<file path="config.mk">
export PLATFORM = sky130hd
export DESIGN_NAME = rfs_top
export DESIGN_NICKNAME = d
export VERILOG_FILES = /design/src/rfs_pkg.sv /design/src/rfs_meas_if.sv /design/src/rfs_fcs_chk.sv /design/src/rfs_ed_avg.sv /design/src/rfs_top.sv
export VERILOG_INCLUDE_DIRS = /design/src /design/src/src
export SDC_FILE = /design/constraint.sdc
export NUM_CORES = 1
export LEC_CHECK = 0
export BUFFER_PORTS_ARGS = -buffer_cell sky130_fd_sc_hd__clkbuf_2
export CORE_MARGIN = 3
export CORE_UTILIZATION = 25
export CTS_BUF_LIST = sky130_fd_sc_hd__clkbuf_2 sky130_fd_sc_hd__clkbuf_4 sky130_fd_sc_hd__clkbuf_8
export DETAILED_ROUTE_END_ITERATION = 8
export HOLD_SLACK_MARGIN = 0.05
export PLACE_DENSITY_LB_ADDON = 0.25
export SKIP_LAST_GASP = 1
export SLEW_MARGIN = 20
export SYNTH_ARGS = -nofsm -noshare
export SYNTH_HDL_FRONTEND = slang
export SYNTH_SLANG_ARGS = --single-unit
</file>
<file path="constraint.sdc">
create_clock -name sys_clk_i -period 3.2 [get_ports sys_clk_i]
set_clock_uncertainty 0.1 [all_clocks]
set_input_delay 0.32 -clock sys_clk_i [delete_from_list [all_inputs] [get_ports sys_clk_i]]
set_output_delay 0.32 -clock sys_clk_i [all_outputs]
set_load 0.01 [all_outputs]
</file>
<file path="src/rfs_regs.svh">
`ifndef RFS_REGS_SVH
`define RFS_REGS_SVH
`define RFS_IDX_TXCTL      8'h05
`define RFS_IDX_RXSTAT     8'h06
`define RFS_IDX_ED         8'h07
`define RFS_IDX_NONE       8'hFF
`define RFS_TXCTL_AUTO_BIT 7
`define RFS_RXSTAT_OK_BIT  7
`define RFS_REG_RST        8'h00
`define RFS_RSSI_MAX       5'h1C
`define RFS_ED_MAX         8'h54
`define RFS_MIN_FCS_LEN    7'h02
`define RFS_CLK_MHZ        100
`define RFS_ED_WIN_US      128
`define RFS_ED_DONE_US     140
`define RFS_RSSI_US        2
`define RFS_ED_SAMPLES     (`RFS_ED_WIN_US / `RFS_RSSI_US)
`define RFS_ED_SHIFT       6
`endif

</file>
<file path="src/rfs_pkg.sv">
package rfs_pkg;
   typedef logic [7:0] rfs_byte_type;
   typedef logic [4:0] rfs_rssi_type;
   typedef enum logic {
      RFS_ED_IDLE,
      RFS_ED_RUN
   } rfs_ed_state_type;
endpackage

</file>
<file path="src/rfs_meas_if.sv">
`timescale 1ns/1ps
`default_nettype none
interface rfs_meas_if;
   logic                 start;
   logic                 sample_stb;
   rfs_pkg::rfs_rssi_type sample;
   logic                 busy;
   logic                 done;
   rfs_pkg::rfs_byte_type result;
   modport core (output start, output sample_stb, output sample,
                 input busy, input done, input result);
   modport ed   (input start, input sample_stb, input sample,
                 output busy, output done, output result);
endinterface
`default_nettype wire

</file>
<file path="src/rfs_fcs_chk.sv">
`timescale 1ns/1ps
`default_nettype none
module rfs_fcs_chk (
   input  wire logic             sys_clk_i,
   input  wire logic             rst_n_i,
   input  wire logic             clear_i,
   input  wire logic             byte_vld_i,
   input  wire rfs_pkg::rfs_byte_type byte_i,
   output logic                  fcs_ok_o
);
   import rfs_pkg::*;
   logic [15:0] crc_r;

   // reflected polynomial, zero start; residue over data plus fcs is zero
   function automatic logic [15:0] crc_step(input logic [15:0] c,
                                            input rfs_byte_type b);
      logic [15:0] v;
      v = c;
      for (int i = 0; i < 8; i++) begin
         v = v[0] ^ b[i] ? ((v >> 1) ^ 16'h8408) : (v >> 1);
      end
      return v;
   endfunction

   always_ff @(posedge sys_clk_i or negedge rst_n_i) begin
      if (!rst_n_i) begin
         crc_r    <= 16'h0000;
         fcs_ok_o <= 1'b0;
      end else if (clear_i) begin
         crc_r    <= 16'h0000;
         fcs_ok_o <= 1'b0;
      end else if (byte_vld_i) begin
         crc_r    <= crc_step(crc_r, byte_i);
         fcs_ok_o <= crc_step(crc_r, byte_i) == 16'h0000;
      end
   end
endmodule
`default_nettype wire

</file>
<file path="src/rfs_ed_avg.sv">
`timescale 1ns/1ps
`default_nettype none
`include "rfs_regs.svh"
module rfs_ed_avg #(
   parameter int DONE_CYC = `RFS_ED_DONE_US * `RFS_CLK_MHZ
) (
   input  wire logic sys_clk_i,
   input  wire logic rst_n_i,
   rfs_meas_if.ed    meas
);
   import rfs_pkg::*;
   localparam logic [15:0] DONE_M2 = 16'(DONE_CYC - 2);
   localparam logic [6:0]  NSAMP   = 7'(`RFS_ED_SAMPLES);
   rfs_ed_state_type st_r;
   logic [15:0]      tmr_r;
   logic [6:0]       cnt_r;
   logic [10:0]      acc_r;
   logic [12:0]      prod;
   logic [6:0]       avg;
   logic             fin;
   logic             done_r;
   rfs_byte_type     result_r;

   assign fin  = (st_r == RFS_ED_RUN) && !meas.start && (tmr_r == DONE_M2);
   assign prod = {2'b00, acc_r} + {1'b0, acc_r, 1'b0};
   assign avg  = prod[12:`RFS_ED_SHIFT];

   // a new start restarts the window; the old result stays meanwhile
   always_ff @(posedge sys_clk_i or negedge rst_n_i) begin
      if (!rst_n_i) begin
         st_r  <= RFS_ED_IDLE;
         tmr_r <= 16'h0000;
      end else if (meas.start) begin
         st_r  <= RFS_ED_RUN;
         tmr_r <= 16'h0000;
      end else begin
         case (st_r)
            RFS_ED_RUN: begin
               if (fin) st_r <= RFS_ED_IDLE;
               else tmr_r <= tmr_r + 16'h0001;
            end
            default: st_r <= RFS_ED_IDLE;
         endcase
      end
   end

   // eight symbols of 2 us samples, then hold the sum
   always_ff @(posedge sys_clk_i or negedge rst_n_i) begin
      if (!rst_n_i) begin
         acc_r <= 11'h000;
         cnt_r <= 7'h00;
      end else if (meas.start) begin
         acc_r <= 11'h000;
         cnt_r <= 7'h00;
      end else if (st_r == RFS_ED_RUN && meas.sample_stb &&
                   cnt_r < NSAMP) begin
         acc_r <= acc_r + {6'h00, meas.sample};
         cnt_r <= cnt_r + 7'h01;
      end
   end

   // sum*3/64 turns 3 dB steps into 1 dB steps, at most 84
   always_ff @(posedge sys_clk_i or negedge rst_n_i) begin
      if (!rst_n_i) begin
         done_r   <= 1'b0;
         result_r <= `RFS_REG_RST;
      end else begin
         done_r <= fin;
         if (fin) begin
            result_r <= ({1'b0, avg} > `RFS_ED_MAX) ? `RFS_ED_MAX
                                                    : {1'b0, avg};
         end
      end
   end

   assign meas.busy   = (st_r == RFS_ED_RUN);
   assign meas.done   = done_r;
   assign meas.result = result_r;
endmodule
`default_nettype wire

</file>
<file path="src/rfs_top.sv">
// Design decision made here: register access over AHB-Lite.
`timescale 1ns/1ps
`default_nettype none
`include "rfs_regs.svh"
module rfs_top #(
   parameter int ED_DONE_CYC = `RFS_ED_DONE_US * `RFS_CLK_MHZ,
   parameter int RSSI_CYC    = `RFS_RSSI_US * `RFS_CLK_MHZ
) (
   input  wire logic                  sys_clk_i,
   input  wire logic                  rst_n_i,
   // ahb-lite slave
   input  wire logic                  hsel_i,
   input  wire logic [31:0]           haddr_i,
   input  wire logic [1:0]            htrans_i,
   input  wire logic                  hwrite_i,
   input  wire logic [2:0]            hsize_i,
   input  wire logic [31:0]           hwdata_i,
   input  wire logic                  hready_i,
   output logic                       hreadyout_o,
   output logic                       hresp_o,
   output logic [31:0]                hrdata_o,
   // radio side
   input  wire logic                  rx_state_i,
   input  wire logic                  ext_mode_i,
   input  wire logic                  auto_ack_receive_i,
   input  wire logic                  auto_retry_transmit_i,
   input  wire logic                  sfd_detect_i,
   input  wire logic                  rx_byte_vld_i,
   input  wire rfs_pkg::rfs_byte_type rx_byte_i,
   input  wire logic                  rx_frame_end_i,
   input  wire logic [6:0]            rx_len_i,
   input  wire rfs_pkg::rfs_rssi_type rssi_level_i,
   output logic                       frame_start_irq_o,
   output logic                       frame_done_irq_o,
   output logic                       frame_discard_o,
   output logic                       ack_accept_o,
   output logic                       ack_reject_o,
   output logic                       tx_auto_fcs_o,
   output logic [3:0]                 tx_power_setting_o
);
   import rfs_pkg::*;

   localparam logic [15:0] RSSI_M1 = 16'(RSSI_CYC - 1);
   localparam logic [15:0] ED_M1   = 16'(ED_DONE_CYC - 1);

   rfs_meas_if meas ();

   ////////////////////////////////////////////////////////////////////////
   // bus slave

   logic         wr_r;
   logic [7:0]   wr_idx_r;
   logic         take;
   logic [7:0]   a_idx;
   logic         wr_txctl;
   logic         wr_ed;
   logic [3:0]   pwr_r;
   logic         auto_r;
   logic         ok_r;
   rfs_rssi_type rssi_r;
   rfs_byte_type ed_r;

   // word index from a byte address; anything above the first 1 KiB or not word aligned is NONE
   function automatic logic [7:0] reg_index(input logic [31:0] a);
      if (a[31:10] != 22'h000000 || a[1:0] != 2'b00) return `RFS_IDX_NONE;
      return a[9:2];
   endfunction

   assign take        = hsel_i && htrans_i[1] && hready_i;
   assign a_idx       = reg_index(haddr_i);
   assign hreadyout_o = 1'b1;
   assign hresp_o     = 1'b0;

   always_ff @(posedge sys_clk_i or negedge rst_n_i) begin
      if (!rst_n_i) begin
         wr_r     <= 1'b0;
         wr_idx_r <= `RFS_IDX_NONE;
      end else if (hready_i) begin
         wr_r     <= take && hwrite_i && hsize_i == 3'h2;
         wr_idx_r <= a_idx;
      end
   end

   assign wr_txctl = wr_r && wr_idx_r == `RFS_IDX_TXCTL;
   assign wr_ed    = wr_r && wr_idx_r == `RFS_IDX_ED;

   always_ff @(posedge sys_clk_i or negedge rst_n_i) begin
      if (!rst_n_i) begin
         auto_r <= 1'b0;
         pwr_r  <= 4'h0;
      end else if (wr_txctl) begin
         auto_r <= hwdata_i[`RFS_TXCTL_AUTO_BIT];
         pwr_r  <= hwdata_i[3:0];
      end
   end

   assign tx_auto_fcs_o      = auto_r;
   assign tx_power_setting_o = pwr_r;

   // read data registered in the address phase: zero wait states,
   // but a read right behind a write to the same word sees the old value
   always_ff @(posedge sys_clk_i or negedge rst_n_i) begin
      if (!rst_n_i) begin
         hrdata_o <= 32'h00000000;
      end else if (take && !hwrite_i) begin
         case (a_idx)
            `RFS_IDX_TXCTL:  hrdata_o <= {24'h000000, auto_r, 3'h0, pwr_r};
            `RFS_IDX_RXSTAT: hrdata_o <= {24'h000000, ok_r, 2'h0, rssi_r};
            `RFS_IDX_ED:     hrdata_o <= rx_state_i ? {24'h000000, ed_r}
                                                    : 32'h00000000;
            default:         hrdata_o <= 32'h00000000;
         endcase
      end
   end

   ////////////////////////////////////////////////////////////////////////
   // frame checksum

   logic fcs_ok;
   logic chk_ok;

   rfs_fcs_chk u_fcs (
      .sys_clk_i  (sys_clk_i),
      .rst_n_i    (rst_n_i),
      .clear_i    (sfd_detect_i),
      .byte_vld_i (rx_byte_vld_i),
      .byte_i     (rx_byte_i),
      .fcs_ok_o   (fcs_ok)
   );

   // too short to carry a checksum counts as not valid
   assign chk_ok = fcs_ok && rx_len_i >= `RFS_MIN_FCS_LEN;

   always_ff @(posedge sys_clk_i or negedge rst_n_i) begin
      if (!rst_n_i) begin
         frame_done_irq_o <= 1'b0;
         frame_discard_o  <= 1'b0;
         ack_accept_o     <= 1'b0;
         ack_reject_o     <= 1'b0;
      end else begin
         frame_done_irq_o <= rx_frame_end_i && !auto_retry_transmit_i &&
                             (chk_ok || !auto_ack_receive_i);
         frame_discard_o  <= rx_frame_end_i && !auto_retry_transmit_i &&
                             auto_ack_receive_i && !chk_ok;
         ack_accept_o     <= rx_frame_end_i && auto_retry_transmit_i &&
                             chk_ok;
         ack_reject_o     <= rx_frame_end_i && auto_retry_transmit_i &&
                             !chk_ok;
      end
   end

   // flag only moves together with the frame-done interrupt
   always_ff @(posedge sys_clk_i or negedge rst_n_i) begin
      if (!rst_n_i) begin
         ok_r <= 1'b0;
      end else if (rx_frame_end_i && !auto_retry_transmit_i &&
                   (chk_ok || !auto_ack_receive_i)) begin
         ok_r <= chk_ok;
      end
   end

   // extended mode signals frames by frame-done only
   always_ff @(posedge sys_clk_i or negedge rst_n_i) begin
      if (!rst_n_i) begin
         frame_start_irq_o <= 1'b0;
      end else begin
         frame_start_irq_o <= sfd_detect_i && rx_state_i &&
                              !ext_mode_i;
      end
   end

   ////////////////////////////////////////////////////////////////////////
   // signal strength

   logic [15:0] rssi_tmr_r;
   logic        rssi_stb;

   assign rssi_stb = rx_state_i && rssi_tmr_r == RSSI_M1;

   always_ff @(posedge sys_clk_i or negedge rst_n_i) begin
      if (!rst_n_i) begin
         rssi_tmr_r <= 16'h0000;
      end else if (!rx_state_i || rssi_stb) begin
         rssi_tmr_r <= 16'h0000;
      end else begin
         rssi_tmr_r <= rssi_tmr_r + 16'h0001;
      end
   end

   // raw power only, clamped to the top code of 28
   always_ff @(posedge sys_clk_i or negedge rst_n_i) begin
      if (!rst_n_i) begin
         rssi_r <= 5'h00;
      end else if (!rx_state_i) begin
         rssi_r <= 5'h00;
      end else if (rssi_stb) begin
         rssi_r <= (rssi_level_i > `RFS_RSSI_MAX) ? `RFS_RSSI_MAX
                                                  : rssi_level_i;
      end
   end

   ////////////////////////////////////////////////////////////////////////
   // energy detect

   // manual writes outside receive states are ignored; a delimiter
   // also starts a run
   assign meas.start      = rx_state_i && (wr_ed || sfd_detect_i);
   assign meas.sample_stb = rssi_stb;
   assign meas.sample     = rssi_r;

   rfs_ed_avg #(
      .DONE_CYC (ED_DONE_CYC)
   ) u_ed (
      .sys_clk_i (sys_clk_i),
      .rst_n_i   (rst_n_i),
      .meas      (meas)
   );

   // value held until the next measurement completes
   always_ff @(posedge sys_clk_i or negedge rst_n_i) begin
      if (!rst_n_i) begin
         ed_r <= `RFS_REG_RST;
      end else if (meas.done) begin
         ed_r <= meas.result;
      end
   end

   ////////////////////////////////////////////////////////////////////////
   // checks

   logic [15:0] since_r;

   always_ff @(posedge sys_clk_i or negedge rst_n_i) begin
      if (!rst_n_i) begin
         since_r <= 16'hFFFF;
      end else if (meas.start) begin
         since_r <= 16'h0000;
      end else if (since_r != 16'hFFFF) begin
         since_r <= since_r + 16'h0001;
      end
   end
endmodule
`default_nettype wire

</file>
==> impl_metrics.sql <==
INSERT INTO impl_metrics (metric_group, metric, value, unit) VALUES
('sta', 'maxSlewHeadroom', '53.3', '%'),
('sta', 'setup-violations-final', '0', ''),
('place', 'globalplace.congestion', '0.771', ''),
('detailed_routing', 'drt-pass1-iter-count', '6', ''),
('sta', 'final_hold_viol_count', '0', ''),
('sta', 'tightestPinTransition', '0.694', 'ns'),
('sta', 'fraction_of_the_cycle_the_final_worst_path_needs', '82.0', '%'),
('clocking', 'max_buffers_root_to_sink', '2', ''),
('clocking', 'htree_levels', '4', ''),
('clocking', 'clockRootBuffer', 'sky130_fd_sc_hd__clkbuf_8', ''),
('place', 'place.detailed.hpwl', '10600', 'µm'),
('clocking', 'cts_sinks', '116', ''),
('cells_and_area', 'utilization', '31.1', '%'),
('power', 'total_internal_power', '2410', 'µW'),
('setup_path', 'critical_path_arrival', '2.84', 'ns'),
('worst_hold_path', 'holdCritPathClass', 'input pin to flip-flop', ''),
('global_route', 'first_global_vias', '4833', ''),
('detailed_routing', 'detail_route.drc_violations', '0', ''),
('cells_and_area', 'synthesis_to_layout_area_growth', '20.7', '%'),
('setup_path', 'timing_worst_setup_path_type', 'flip-flop to flip-flop', ''),
('logic_synthesis', 'postSynthRegisterBits', '116', ''),
('sta', 'rsz0062_at_grt', 'false', ''),
('logic_synthesis', 'mean_instance_size_in_the_synthesized_netlist', '9.89', 'µm²'),
('sta', 'finalCriticalPeriod', '2.62', 'ns'),
('logic_synthesis', 'fraction_of_synthesis_flops_using_an_asynchronous_set_or_reset_pin', '100', '%'),
('power', 'power_frac_clock', '34.5', '%'),
('clocking', 'cts_tree', 'done', ''),
('floorplanning', 'die_w', '166', 'µm'),
('cells_and_area', 'mostFrequentLayoutCells', '108 x sky130_fd_sc_hd__dfrtp_1, 97 x sky130_fd_sc_hd__nor2_1, 88 x sky130_fd_sc_hd__clkbuf_2', ''),
('power', 'seqPwrFrac', '47.1', '%'),
('logic_synthesis', 'synth-edff-count', '0', ''),
('logic_synthesis', 'yosysSeqAreaShare', '45.6', '%'),
('global_route', 'largest_net_degree_at_the_start_of_global_routing', '42', ''),
('place', 'io_buffer_count', '89', ''),
('clocking', 'cts_post_setup_buffers_inserted', '0', ''),
('sta', 'finalSetupTns', '0', 'ns'),
('power', 'combinationalPowerShare', '18.3', '%'),
('clocking', 'tritoncts.num_buffers', '17', ''),
('floorplanning', 'core_area', '24700', 'µm²'),
('power', 'power.static_leakage', '0.00360', 'µW'),
('sta', 'report.final.slew_viol_count', '0', ''),
('floorplanning', 'initial_core_util', '25.8', '%'),
('logic_synthesis', 'yosys_most_used_dff', 'sky130_fd_sc_hd__dfrtp_1', ''),
('detailed_routing', 'initialDrtViolationCount', '217', ''),
('setup_path', 'critical_path.endpoint_type', 'flip-flop', ''),
('job', 'max_cap_violations', '0', ''),
('logic_synthesis', 'yosys.cell_types.count', '67', ''),
('status', 'status', 'finished, final reports clean', ''),
('global_route', 'antenna_found_initial', '0', ''),
('logic_synthesis', 'synthesis.instances', '646', ''),
('detailed_routing', 'drtAntennaViolNets', '0', ''),
('floorplanning', 'floorplan.io_pins', '145', ''),
('detailed_routing', 'routed_wire_length_per_instance', '13.2', 'µm'),
('floorplanning', 'dieHeight', '166', 'µm'),
('detailed_routing', 'vias', '4892', ''),
('detailed_routing', 'viasPerCell', '4.45', ''),
('setup_path', 'critPathRequiredTime', '3.42', 'ns'),
('setup_path', 'worst-path-max-fanout', '8', ''),
('logic_synthesis', 'synth_area', '6390', 'µm²'),
('power', 'power.density_cell_area', '449', 'nW/µm²'),
('power', 'peak_supply_drop', '0.284', 'mV'),
('detailed_routing', 'postRouteWirelength', '14600', 'µm'),
('floorplanning', 'die_area', '27500', 'µm²'),
('sta', 'fmax', '381', 'MHz'),
('setup_path', 'worstSetupStartpointType', 'flip-flop', ''),
('logic_synthesis', 'yosysWarningCount', '0', ''),
('power', 'total_switching_power', '1050', 'µW'),
('floorplanning', 'std_cell_rows', '57', ''),
('cells_and_area', 'commonest_non_fill_non_tap_cell_in_the_layout', 'sky130_fd_sc_hd__dfrtp_1', ''),
('cells_and_area', 'post_route_cells_drive_above_1_share', '21.8', '%'),
('clocking', 'worst_skew_pair.late_latency', '0.44', 'ns'),
('global_route', 'grt_pass1_wl', '24700', 'µm'),
('sta', 'hold_ws', '0.131', 'ns'),
('cells_and_area', 'layout.nets', '884', ''),
('cells_and_area', 'antenna-diode-count', '0', ''),
('power', 'swShare', '30.4', '%'),
('global_route', 'overflow', '0', ''),
('cells_and_area', 'final.fill_count', '2584', ''),
('clocking', 'path_clk_slew', '0.07', 'ns'),
('global_route', 'grt_util_all_layers', '10.8', '%');
==> layer usage <==
metal  GRT usage (%)  vias to the layer above  wire (µm)
met4            3.40                        0        189
li1                -                     2456          -
met3            2.81                       17        644
met2            16.3                      117       6380
met1            15.4                     2302       7350
met5               0                        -          0
==> registers in the layout, summed over array words and instances, names as in the netlist, 4 cells and up <==
signal	count
u_ed.tmr_r	16
meas.sample	5
u_ed.cnt_r	7
u_ed.meas.result	7
u_ed.acc_r	11
u_fcs.crc_r	16
wr_idx_r	8
ed_r	7
rssi_tmr_r	16
hrdata_o	8
tx_power_setting_o	4
==> cells by family (layout without fill, tap and decap cells) <==
logic type / count (synthesis) / count (layout) / share of synthesized area, %
other: 2 / 26 / 0.118
and+or+nand+nor: 257 / 257 / 20.7
adders and majority gates: 20 / 20 / 4.04
AOI/OAI and AO/OA: 91 / 91 / 9.99
muxes: 29 / 29 / 4.78
buffers and inverters: 63 / 169 / 5.45
DFF: 116 / 116 / 45.6
xor gates and xnor gates: 68 / 68 / 9.32
==> Yosys cell counts (all sizes together), types with 2 or more instances <==
cell | instances | share of area, %
nand3 | 21 | 1.8
nor2 | 98 | 5.8
or3 | 4 | 0.39
a211oi | 10 | 1.2
a21o | 8 | 0.94
a21oi | 28 | 2.3
nor2b | 5 | 0.49
or2 | 3 | 0.29
ha | 19 | 3.7
nand4 | 19 | 2.0
mux2i | 17 | 2.7
xor2 | 35 | 4.8
o31ai | 7 | 0.82
a222oi | 4 | 0.63
nand2b | 2 | 0.20
nor3 | 9 | 0.96
and2 | 3 | 0.29
a31oi | 6 | 0.69
dfstp | 8 | 3.3
nor4b | 6 | 0.82
xnor2 | 33 | 4.5
nand4b | 2 | 0.27
a32o | 2 | 0.31
and4 | 5 | 0.69
mux2 | 12 | 2.1
o21bai | 2 | 0.23
nor4 | 11 | 1.5
clkbuf | 18 | 1.1
conb | 2 | 0.12
buf | 31 | 3.6
o41ai | 2 | 0.39
and3 | 11 | 1.1
o21ai | 13 | 1.2
nand3b | 2 | 0.23
nor4bb | 2 | 0.31
inv | 13 | 0.76
dfrtp | 108 | 42
nand2 | 50 | 2.9
==> path summary, 6_finish.rpt <==
| kind | start | endpoint | slack [ns] | cells after the start |
|---|---|---|---|---|
| min in group asynchronous | rst_n_i | wr_r | 0.28 | 2 |
| max in group asynchronous | rst_n_i | u_fcs.crc_r[2] | 1.78 | 3 |
| setup reg to reg | u_ed.acc_r[5] | u_ed.meas.result[2] | 0.58 | 8 |
| hold / removal | auto_retry_transmit_i | frame_discard_o | 0.13 | 3 |
| setup / recovery | u_ed.acc_r[5] | u_ed.meas.result[2] | 0.58 | 8 |
| hold reg to reg | rssi_tmr_r[0] | rssi_tmr_r[0] | 0.37 | 1 |
==> power groups by stage <==
stage | Sequential (µW) | Combinational [µW] | Clock (µW)
2_1_floorplan | 1640 | 477 | 0
3_3_place_gp | 1660 | 625 | 0
3_5_place_dp | 1660 | 623 | 0
4_1_cts | 1630 | 651 | 1250
5_1_grt | 1640 | 721 | 1310
6_report | 1630 | 635 | 1190
==> final cells by class <==
type | instances | area, µm² | area share, %
timing repair buffer | 123 | 778 | 10.1
multi-input combinational | 491 | 3220 | 41.8
tap | 324 | 405 | 5.26
clock inverter | 12 | 82.6 | 1.07
clock buffer | 20 | 256 | 3.33
inverter | 14 | 52.6 | 0.682
sequential | 116 | 2910 | 37.8
==> stage by stage <==
step                setup slack [ns]  total power, µW  cells  area [µm²]
finish                         0.577             3460   1100        7710
global route                   0.352             3680   1100        7710
CTS                            0.587             3530   1100        7710
detailed placement             0.592             2280   1043        7120
global placement               0.605             2280   1043        7120
floorplan                      0.768             2120    670        6480
==> what timing repair did <==
item | in CTS | in global routing
hold buffers | 25 | 0
endpoints found under the hold margin | 54 | 0
gates resized for setup | 0 | 0
==> critical path, stage by stage (launching register included) <==
cell and delay, ns:
sky130_fd_sc_hd__dfrtp_1 0.42, sky130_fd_sc_hd__ha_1 0.42, sky130_fd_sc_hd__a21o_1 0.24, sky130_fd_sc_hd__o21ai_4 0.19, sky130_fd_sc_hd__a31oi_2 0.16, sky130_fd_sc_hd__a2111oi_2 0.36
sky130_fd_sc_hd__nand3b_1 0.22, sky130_fd_sc_hd__o21ai_1 0.10, sky130_fd_sc_hd__a221o_1 0.32
Note: power is estimated with default switching activity, not from simulation.
